## config.mk

```make
export PLATFORM = sky130hd
export DESIGN_NAME = tbr_regs
export DESIGN_NICKNAME = d
export VERILOG_FILES = /design/src/core/tbr_pkg.sv /design/src/core/tbr_regs.sv
export VERILOG_INCLUDE_DIRS = /design/src /design/src/core
export SDC_FILE = /design/constraint.sdc
export NUM_CORES = 1
export LEC_CHECK = 0
export BUFFER_PORTS_ARGS = -buffer_cell sky130_fd_sc_hd__buf_4
export CORE_MARGIN = 5
export CORE_UTILIZATION = 35
export DETAILED_ROUTE_END_ITERATION = 10
export GPL_ROUTABILITY_DRIVEN = 0
export SETUP_SLACK_MARGIN = 0.02
export SKIP_LAST_GASP = 1
export SLEW_MARGIN = 20
export SYNTH_ARGS = -nofsm -noshare
export SYNTH_HDL_FRONTEND = slang
export SYNTH_SLANG_ARGS = --single-unit
```

## constraint.sdc

```tcl
create_clock -name clk -period 2.1 [get_ports clk]
set_clock_uncertainty 0.1 [all_clocks]
set_input_delay 0.42 -clock clk [delete_from_list [all_inputs] [get_ports clk]]
set_output_delay 0.42 -clock clk [all_outputs]
set_load 0.02 [all_outputs]
```

## src/core/tbr_consts.svh

```systemverilog
`ifndef TBR_CONSTS_SVH
`define TBR_CONSTS_SVH
`define TBR_ADDR_W 6
`define TBR_OFS_LATCH 6'h0f
`define TBR_OFS_FLAGS 6'h0b
`define TBR_OFS_VALID 6'h05
`define TBR_OFS_CNT 6'h20
`define TBR_OFS_PER 6'h26
`define TBR_OFS_CMP 6'h28
`define TBR_OFS_PERSH 6'h36
`define TBR_OFS_CMPSH 6'h38
`define TBR_RST_PER 16'hffff
`define TBR_RST_ZERO 16'h0000
`define TBR_RST_LATCH 8'h00
`define TBR_BIT_PSV 0
`define TBR_BIT_CMP0 4
`endif

```

## src/core/tbr_pkg.sv

```systemverilog
package tbr_pkg;
	typedef logic [15:0] tbr_word_t;
	typedef logic [7:0] tbr_byte_t;
endpackage

```

## src/core/tbr_regs.sv

```systemverilog
`timescale 1ns/100ps
`include "tbr_consts.svh"
// Summary of operation
// - one byte latch gives atomic word access
// - latch shared by all words, software readable/writable
// - low byte at base, high at base+1
// - bus write to counter beats internal update
// - period supplies top, resets to all ones
// - three compares checked against counter continuously
// - update loads each compare from its shadow
// - period shadow write sets its valid bit
// - compare shadow write sets its valid bit
// - update clears compare shadow valid bits
// - update clears period shadow valid bit
// - match sets compare flag, write one clears
module tbr_regs
	import tbr_pkg::*;
#(
	parameter int NCH = 3
)
(
	input wire logic clk,
	input wire logic srst,
	input wire logic [`TBR_ADDR_W-1:0] addr,
	input wire logic wr_en,
	input wire logic rd_en,
	input wire logic [7:0] wdata,
	output logic [7:0] rdata,
	input wire logic cnt_load,
	input wire logic [15:0] cnt_next,
	input wire logic update,
	output logic [15:0] counter_value,
	output logic [15:0] period_top_value,
	output logic [NCH-1:0] cmp_match,
	output logic [NCH-1:0] cmp_flag,
	output logic period_shadow_valid,
	output logic [NCH-1:0] compare_shadow_valid
);
	tbr_byte_t latch_r, latch_nxt;
	tbr_word_t cnt_r, cnt_nxt, per_r, per_nxt, persh_r, persh_nxt;
	tbr_word_t cmp_r [NCH], cmp_nxt [NCH], cmpsh_r [NCH], cmpsh_nxt [NCH];
	logic psv_r, psv_nxt;
	logic [NCH-1:0] cbv_r, cbv_nxt, flg_r, flg_nxt;
	logic [7:0] rdata_r, rdata_nxt;
	logic hi;
	logic [`TBR_ADDR_W-1:0] base;
	tbr_word_t wword;
	logic [NCH-1:0] hit_cmp, hit_cmpsh;
	logic is_word;

	assign hi = addr[0];
	assign base = {addr[`TBR_ADDR_W-1:1], 1'b0};
	// low-byte writes elsewhere must not disturb the latch
	assign is_word = (base == `TBR_OFS_CNT) || (base == `TBR_OFS_PER) ||
		(base == `TBR_OFS_PERSH) || (|hit_cmp) || (|hit_cmpsh);
	assign wword = {wdata, latch_r};

	always_comb
	begin
		latch_nxt = latch_r;
		cnt_nxt = cnt_r;
		per_nxt = per_r;
		persh_nxt = persh_r;
		psv_nxt = psv_r;
		cbv_nxt = cbv_r;
		flg_nxt = flg_r;
		rdata_nxt = 8'h00;
		for (int i = 0; i < NCH; i++)
		begin
			cmp_nxt[i] = cmp_r[i];
			cmpsh_nxt[i] = cmpsh_r[i];
		end
		if (cnt_load)
			cnt_nxt = cnt_next;
		if (update)
		begin
			for (int i = 0; i < NCH; i++)
				cmp_nxt[i] = cmpsh_r[i];
			if (psv_r)
				per_nxt = persh_r;
			cbv_nxt = '0;
			psv_nxt = 1'b0;
		end
		if (wr_en)
		begin
			if (addr == `TBR_OFS_LATCH)
				latch_nxt = wdata;
			else if (addr == `TBR_OFS_FLAGS)
				flg_nxt = flg_r & ~wdata[`TBR_BIT_CMP0 +: NCH];
			else if (addr == `TBR_OFS_VALID)
			begin
				psv_nxt = wdata[`TBR_BIT_PSV];
				cbv_nxt = wdata[`TBR_BIT_PSV+1 +: NCH];
			end
			else if (!hi && is_word)
				latch_nxt = wdata;
			else if (base == `TBR_OFS_CNT)
				cnt_nxt = wword;
			else if (base == `TBR_OFS_PER)
				per_nxt = wword;
			else if (base == `TBR_OFS_PERSH)
			begin
				persh_nxt = wword;
				psv_nxt = 1'b1;
			end
			for (int i = 0; i < NCH; i++)
			begin
				if (hi && base == `TBR_OFS_CMP + 6'(2*i))
					cmp_nxt[i] = wword;
				if (hi && base == `TBR_OFS_CMPSH + 6'(2*i))
				begin
					cmpsh_nxt[i] = wword;
					cbv_nxt[i] = 1'b1;
				end
			end
		end
		// match sets flag, wins over clear
		flg_nxt = flg_nxt | cmp_match;
		if (rd_en)
		begin
			if (addr == `TBR_OFS_LATCH)
				rdata_nxt = latch_r;
			else if (addr == `TBR_OFS_FLAGS)
				rdata_nxt = 8'({flg_r, 4'h0});
			else if (addr == `TBR_OFS_VALID)
				rdata_nxt = 8'({cbv_r, psv_r});
			else if (hi && !wr_en)
				rdata_nxt = latch_r;
			else if (base == `TBR_OFS_CNT)
			begin
				rdata_nxt = cnt_r[7:0];
				latch_nxt = cnt_r[15:8];
			end
			else if (base == `TBR_OFS_PER)
			begin
				rdata_nxt = per_r[7:0];
				latch_nxt = per_r[15:8];
			end
			else if (base == `TBR_OFS_PERSH)
			begin
				rdata_nxt = persh_r[7:0];
				latch_nxt = persh_r[15:8];
			end
			for (int i = 0; i < NCH; i++)
			begin
				if (!hi && base == `TBR_OFS_CMP + 6'(2*i))
				begin
					rdata_nxt = cmp_r[i][7:0];
					latch_nxt = cmp_r[i][15:8];
				end
				if (!hi && base == `TBR_OFS_CMPSH + 6'(2*i))
				begin
					rdata_nxt = cmpsh_r[i][7:0];
					latch_nxt = cmpsh_r[i][15:8];
				end
			end
		end
	end

	always_ff @(posedge clk)
	begin
		if (srst)
		begin
			latch_r <= `TBR_RST_LATCH;
			cnt_r <= `TBR_RST_ZERO;
			per_r <= `TBR_RST_PER;
			persh_r <= `TBR_RST_PER;
			psv_r <= 1'b0;
			cbv_r <= '0;
			flg_r <= '0;
			rdata_r <= 8'h00;
			for (int i = 0; i < NCH; i++)
			begin
				cmp_r[i] <= `TBR_RST_ZERO;
				cmpsh_r[i] <= `TBR_RST_ZERO;
			end
		end
		else
		begin
			latch_r <= latch_nxt;
			cnt_r <= cnt_nxt;
			per_r <= per_nxt;
			persh_r <= persh_nxt;
			psv_r <= psv_nxt;
			cbv_r <= cbv_nxt;
			flg_r <= flg_nxt;
			rdata_r <= rdata_nxt;
			for (int i = 0; i < NCH; i++)
			begin
				cmp_r[i] <= cmp_nxt[i];
				cmpsh_r[i] <= cmpsh_nxt[i];
			end
		end
	end

	genvar g;
	generate
		for (g = 0; g < NCH; g++)
		begin : g_cmp
			assign cmp_match[g] = (cnt_r == cmp_r[g]);
			assign hit_cmp[g] = (base == `TBR_OFS_CMP + 6'(2*g));
			assign hit_cmpsh[g] = (base == `TBR_OFS_CMPSH + 6'(2*g));
		end
	endgenerate

	assign rdata = rdata_r;
	assign counter_value = cnt_r;
	assign period_top_value = per_r;
	assign cmp_flag = flg_r;
	assign period_shadow_valid = psv_r;
	assign compare_shadow_valid = cbv_r;

	chk_cnt_write_wins: assert property (@(posedge clk) disable iff (srst)
		(wr_en && hi && base == `TBR_OFS_CNT) |=> cnt_r == $past(wword))
		else $error("counter write lost");
	chk_psv_set: assert property (@(posedge clk) disable iff (srst)
		(wr_en && hi && base == `TBR_OFS_PERSH) |=> psv_r)
		else $error("period valid not set");
	chk_cbv_set: assert property (@(posedge clk) disable iff (srst)
		(wr_en && hi && base == `TBR_OFS_CMPSH) |=> cbv_r[0])
		else $error("compare valid not set");
	chk_cbv_clear: assert property (@(posedge clk) disable iff (srst)
		(update && !wr_en) |=> cbv_r == '0)
		else $error("compare valid not cleared");
	chk_psv_clear: assert property (@(posedge clk) disable iff (srst)
		(update && !wr_en) |=> !psv_r)
		else $error("period valid not cleared");
	chk_cmp_load: assert property (@(posedge clk) disable iff (srst)
		(update && !wr_en) |=> cmp_r[1] == $past(cmpsh_r[1]))
		else $error("compare not loaded");
	chk_per_load: assert property (@(posedge clk) disable iff (srst)
		(update && psv_r && !wr_en) |=> per_r == $past(persh_r))
		else $error("period not loaded");
	chk_flag_set: assert property (@(posedge clk) disable iff (srst)
		cmp_match[0] |=> flg_r[0])
		else $error("compare flag not set");
	chk_low_read: assert property (@(posedge clk) disable iff (srst)
		(rd_en && base == `TBR_OFS_CNT && !hi) |=> latch_r == $past(cnt_r[15:8]))
		else $error("high byte not latched");
	chk_low_write: assert property (@(posedge clk) disable iff (srst)
		(wr_en && !rd_en && !hi && is_word) |=> latch_r == $past(wdata))
		else $error("low byte not parked in latch");
	chk_latch_write: assert property (@(posedge clk) disable iff (srst)
		(wr_en && !rd_en && addr == `TBR_OFS_LATCH) |=> latch_r == $past(wdata))
		else $error("latch write lost");
	chk_latch_read: assert property (@(posedge clk) disable iff (srst)
		(rd_en && addr == `TBR_OFS_LATCH) |=> rdata == $past(latch_r))
		else $error("latch read wrong");
	chk_high_read: assert property (@(posedge clk) disable iff (srst)
		(rd_en && !wr_en && hi && is_word) |=> rdata == $past(latch_r))
		else $error("high byte not from latch");
	chk_per_write: assert property (@(posedge clk) disable iff (srst)
		(wr_en && hi && base == `TBR_OFS_PER) |=> per_r == $past(wword))
		else $error("period word not committed");
	chk_cbv2_set: assert property (@(posedge clk) disable iff (srst)
		(wr_en && hi && hit_cmpsh[NCH-1]) |=> cbv_r[NCH-1])
		else $error("last compare valid not set");
	chk_flag_hold: assert property (@(posedge clk) disable iff (srst)
		(flg_r[0] && !(wr_en && addr == `TBR_OFS_FLAGS && wdata[`TBR_BIT_CMP0]))
		|=> flg_r[0])
		else $error("compare flag dropped");
	chk_flag_clear: assert property (@(posedge clk) disable iff (srst)
		(wr_en && addr == `TBR_OFS_FLAGS && wdata[`TBR_BIT_CMP0] && !cmp_match[0])
		|=> !flg_r[0])
		else $error("compare flag not cleared");
	chk_per_reset: assert property (@(posedge clk)
		srst |=> per_r == `TBR_RST_PER && persh_r == `TBR_RST_PER)
		else $error("period reset value wrong");
	chk_per_keep: assert property (@(posedge clk) disable iff (srst)
		(update && !psv_r && !wr_en) |=> per_r == $past(per_r))
		else $error("period loaded from stale shadow");
endmodule

```

* Yosys cells after proc, flatten, opt, wreduce, memory -nomap -nowiden
Memories as Yosys holds them, arrays and structs flattened.
Index checks and enable logic that the tools add are counted.
** Word-level totals
- Bits in registers :: 71
- RAM bits :: 96
- Input port bits :: 36
- Output and inout bits :: 50
- Logic and storage cells :: 151
- Memories :: 2
** Cells by class
- Equal/unequal tests :: 15
- Multiplexer cells :: 86
- Bitwise operators :: 16
- Reduce and logical (&&, ||, !) cells :: 24
** Memory list
- cmp_r :: words 3, bits a word 16, read ports 3, clocked after memory_dff 0, write ports 3, line tbr_regs.sv:41 : tbr_word_t cmp_r [NCH], cmp_nxt [NCH], cmpsh_r [NCH], cmpsh_nxt [NCH];
- cmpsh_r :: words 3, bits a word 16, read ports 3, clocked after memory_dff 0, write ports 3, line tbr_regs.sv:41
** Operator list (count)
- $mux W16 :: 28
- $mux W8 :: 32
- $mux W48 :: 3
- $eq A16 B16 Y1 :: 3
- $eq A5 B5 Y1 const B :: 9
- $mux W3 :: 8
- $mux W1 :: 15
- $logic_and A1 B1 Y1 :: 14
- $eq A6 B4 Y1 const B :: 2
- $reduce_and A8 Y1 :: 1
- $not A1 Y1 :: 7
- $eq A6 B3 Y1 const B :: 1
- $or A1 B1 Y1 :: 6
- $reduce_or A3 Y1 :: 2
- $logic_or A1 B1 Y1 :: 4
- $and A3 B3 Y3 :: 1
- $not A3 Y3 :: 1
- $or A3 B3 Y3 :: 1
- $logic_not A1 Y1 :: 2
- $reduce_or A2 Y1 :: 1

* Longest topological paths before layout
- Word-level depth :: 25
- Mapped depth :: 9
- Depth with buffers taken out :: 5

* Worst setup path before layout
OpenSTA, ideal clock, no wires.
- Path type :: reg-to-output
- Start point :: register cnt_r[6], in the netlist counter_value[6]
- End point :: output cmp_match[2]
- Data arrival time :: 1.704 ns
- Data required time :: 1.580 ns
- Slack :: -0.124 ns
- Stages on the path, launching flop included :: 5
- Buffers on the path :: 1
- Path through :: dfxtp_1 > clkbuf_1 > xnor2_1 > nand4_1 > nor4_1
** Between the ends
- Word-level cells in the longest chain between the ends :: 1
** RTL lines
- start: declaration :: line tbr_regs.sv:40 : tbr_word_t cnt_r, cnt_nxt, per_r, per_nxt, persh_r, persh_nxt;
- start signal: assignment :: line tbr_regs.sv:165 : cnt_r <= `TBR_RST_ZERO;
- start signal: assignment :: line tbr_regs.sv:181 : cnt_r <= cnt_nxt;
- $eq A16 B16 Y1 :: line tbr_regs.sv:200 : assign cmp_match[g] = (cnt_r == cmp_r[g]);
- end: declaration :: line tbr_regs.sv:34 : output logic [NCH-1:0] cmp_match,
Every way passes these cells.

* Final worst setup path
- Start point :: register cnt_r[1], in the netlist counter_value[1]
- End point :: output cmp_match[0]
The elaborated chain is that of the path after synthesis.

==> metrics.md <==
| Metric | Value |
|---|---|
| Final Net Count | ~1400 |
| Number of enable-type register cells in the synthesized netlist | 0 |
| Unrepaired setup endpoints after global routing | true |
| Mean instance size in the synthesized netlist | around 8.6 µm² |
| Detailed-placement wirelength estimate | approximately 31000 µm |
| WP data arrival | approximately 1.9 ns |
| Standard cell area after detailed placement | roughly 0.012 mm² |
| Final antenna diode count | 0 |
| Design internal power | around 0.0054 W |
| Yosys warns | 0 |
| Vias per std cell | ~6.0 |
| Syn Nets | 1172 |
| Max-slew violation total from the final report | 0 |
| Number of flip-flops and latches in the synthesized netlist | ~170 |
| Starting density of the core | approximately 35% |
| Sort of element at the end of the critical path | output port |
| Largest fanout of any net on the critical path | 4 |
| Fraction of the yosys area taken by sequential cells | 34.1% |
| Share of async-settable or async-resettable flops after synthesis | 0% |
| GRT Max-Usage Layer | met2 |
| Aggregate negative setup slack | -0.870 ns |
| Sw Pwr | 0.00243 W |
| PortBufs | 85 |
| Power after layout | 0.00778 W |
| Number of nets still failing antenna checks after routing | 0 |
| Clock insertion delay at the later pin of the skew report | between 0.4 and 0.5 ns |
| Synthesized instance count | ~1100 |
| Fraction of met3 tracks used by global routing | 5.16% |
| Clock H-tree levels | 4 |
| Peak supply drop | between 0.0005 and 0.0006 V |
| Filler Cell Count | 2708 |
| Root Buffer Master | sky130_fd_sc_hd__clkbuf_16 |
| Relative contribution of combinational cells to total power | 16.3% |
| Layout Area Growth over Synthesis | 31.3% |
| Buffer levels on the longest clock path | 2 |
| Final worst path period share | 116% |
| Worst-case headroom to the max-slew limit | between 50% and 60% |
| Clock Pin Slew Worst Setup and Hold Paths | around 0.080 ns |
| Top area cells in the synthesized netlist | sky130_fd_sc_hd__dfxtp_1 34%, sky130_fd_sc_hd__mux2i_1 12%, sky130_fd_sc_hd__a211oi_1 6.5% |
| Routing usage on met2 | a little over 40% |
| Setup Viol. Count Final | 3 |
| Shortest clock period the worst path allows after layout | approximately 2.4 ns |
| Fraction of power consumed by sequential logic | a little over two fifths |
| Run status | finished with violations |
| Max Cap Viol | 0 |
| Worst-Margin Slew | about 0.61 ns |
| Number of global-route vias before repair | between 9000 and 10000 |
| Final cell area excluding filler cells | 0.0129 mm² |
| Leading cell types by count after synthesis | 167 x sky130_fd_sc_hd__dfxtp_1, 137 x sky130_fd_sc_hd__nor2_1, 115 x sky130_fd_sc_hd__mux2i_1, 85 x sky130_fd_sc_hd__a211oi_1, 66 x sky130_fd_sc_hd__clkbuf_1 |
| Top-area cell type share of the netlist area | 34.1% |
| Ratio of cells with drive above 1 in the final layout | between 30 and 40% |
| Total routing usage reported by global routing | 26.0% |
| Total power divided by cell area | 604 mW/mm² |
| Number of primary I/O pins | between 80 and 90 |
| Number of core rows | just over 60 |
| Switching power share of the total | 31.2% |
| Portion of total power attributed to the clock network | between 40% and 50% |
| Maximum number of pins on one net before global-route repair | 95 |
| Post-route worst setup slack | -0.343 ns |
| Pleak | about 5.0 nW |
| Cell accounting for the most synthesized area | sky130_fd_sc_hd__dfxtp_1 |
| Final hold violation count | 0 |
| TritonCTS sink count | roughly 170 |
| Drt first-iter violations | ~1200 |
| Critical path type | register to output port |
| Wire length per cell after detailed routing | between 20 and 25 µm |
| Area of the die | roughly 0.031 mm² |
| Total wire length | approximately 42000 µm |
| Violated checks | negative setup slack |
| Footprint of the multi-input gates | 0.00593 mm² |
| Number of design rule violations left after detail routing | 0 |
| Clock tree from TritonCTS | yes |
| Sequential standard cell area | approximately 0.0034 mm² |
| Die span in y | approximately 180 µm |
| Area of the placeable core | approximately 0.028 mm² |
| Cell total after placement | approximately 1700 |
| Top flip-flop cell by instance count after synthesis | sky130_fd_sc_hd__dfxtp_1 |
| Cts bufs inserted | 17 |
| Most common cell in the synthesized netlist | sky130_fd_sc_hd__dfxtp_1 |
| First-pass GRT wire length | approximately 62000 µm |
| Data required time of the critical path | approximately 1.6 ns |
| Overall die width | 177 µm |
| Type of origin of the critical path | register |
| Class of the tightest hold or removal check | input pin to register |
| DR vias | approximately 10000 |
| Final cell count without fillers | 1722 |
| Combined area of all synthesized cells | between 0.009 and 0.01 mm² |
| Number of antenna violations at the first check in global routing | 0 |
| Total congestion overflow after global routing | 0 |
| Length of the first detailed-routing pass in iterations | 6 |
| Met1 track demand over resource | ~34% |
| Highest attainable clock frequency | approximately 0.4 GHz |
| Distinct cell type count of the synthesized netlist | between 80 and 90 |
per-stage QoR:
step	hold WS (ns)	utilization, %	setup slack (ns)
floorplan	0.350	-	0.0719
global placement	0.382	43.4	-0.363
detailed placement	0.382	43.4	-0.342
CTS	0.213	46.4	-0.309
global route	0.241	46.5	-0.362
finish	0.223	46.5	-0.343
flip-flops by register name, summed over array words and instances (netlist names):
signal,cells
compare_shadow_valid,3
cmpsh_r,48
rdata,8
period_shadow_valid,1
period_top_value,16
persh_r,16
cmp_r,48
cmp_flag,3
counter_value,16
latch_r,8
cell usage in the layout (no fill, tap or decap), types with 19 or more instances in the layout:
| master | instances |
|---|---|
| sky130_fd_sc_hd__buf_4 | 275 |
| sky130_fd_sc_hd__dfxtp_1 | 149 |
| sky130_fd_sc_hd__nor2_1 | 137 |
| sky130_fd_sc_hd__mux2i_1 | 115 |
| sky130_fd_sc_hd__a211oi_1 | 85 |
| sky130_fd_sc_hd__nor3_1 | 51 |
| sky130_fd_sc_hd__nand2_1 | 42 |
| sky130_fd_sc_hd__nand3_1 | 33 |
| sky130_fd_sc_hd__a21oi_1 | 31 |
| sky130_fd_sc_hd__xnor2_1 | 28 |
| sky130_fd_sc_hd__nor4_1 | 22 |
| sky130_fd_sc_hd__o21ai_0 | 21 |
| sky130_fd_sc_hd__inv_1 | 21 |
| sky130_fd_sc_hd__a211o_1 | 20 |
| sky130_fd_sc_hd__xnor2_2 | 20 |
| sky130_fd_sc_hd__nand4_1 | 20 |
| sky130_fd_sc_hd__and3_1 | 19 |
path summary, 6_finish.rpt:
| path | from | end | slack [ns] | depth (start not counted) |
|---|---|---|---|---|
| max | counter_value[1] | cmp_match[0] | -0.34 | 5 |
| min reg2reg | persh_r[1] | persh_r[1] | 0.40 | 1 |
| max reg2reg | counter_value[4] | rdata[4] | 0.10 | 8 |
| min | cnt_next[4] | counter_value[4] | 0.22 | 3 |
critical path, stage by stage (launching register included):
cell	delay [ns]
sky130_fd_sc_hd__dfxtp_4	0.39
sky130_fd_sc_hd__xnor2_2	0.18
sky130_fd_sc_hd__nand4_1	0.26
sky130_fd_sc_hd__nor4_4	0.35
sky130_fd_sc_hd__buf_4	0.18
sky130_fd_sc_hd__buf_6	0.11
cells by family (layout without fill, tap and decap cells):
family / Yosys count / in the layout / synth area share, %
simple gates: 388 / 388 / 20.4
compound gates: 272 / 272 / 21.5
flops: 167 / 167 / 34.1
buf+inv: 142 / 350 / 7.48
mux: 119 / 119 / 12.2
xor+xnor: 48 / 48 / 4.29
timing repair:
item	4_1_cts	5_1_grt
cloned	0	0
setup endpoints to repair	3	4
resized for setup	49	10
hold buffers	0	0
buffers inserted	8	2
pin swaps	10	7
per-layer routing:
| metal | vias up | wire length, µm |
|---|---|---|
| li1 | 4624 | - |
| met1 | 4880 | 16900 |
| met2 | 647 | 18300 |
| met3 | 132 | 4190 |
| met4 | 0 | 2240 |
| met5 | - | 0 |
power by group through the flow:
stage	registers (W)	logic (W)	clock network (W)
final	0.00333	0.00127	0.00318
after CTS	0.00332	0.00125	0.00321
after global routing	0.00333	0.00132	0.00336
after global placement	0.00339	0.00120	0
after detailed placement	0.00339	0.00120	0
after floorplan	0.00337	0.000636	0
final cells by class:
class                           count  share of cell area, %
Sequential cell                   167                   26.4
Multi-Input combinational cell    827                   46.0
Tap cell                          378                   3.67
Clock buffer                       17                   3.30
Timing Repair Buffer              296                   18.8
Clock inverter                     15                   1.15
Inverter                           22                  0.641
Note: power is estimated with default switching activity, not from simulation.
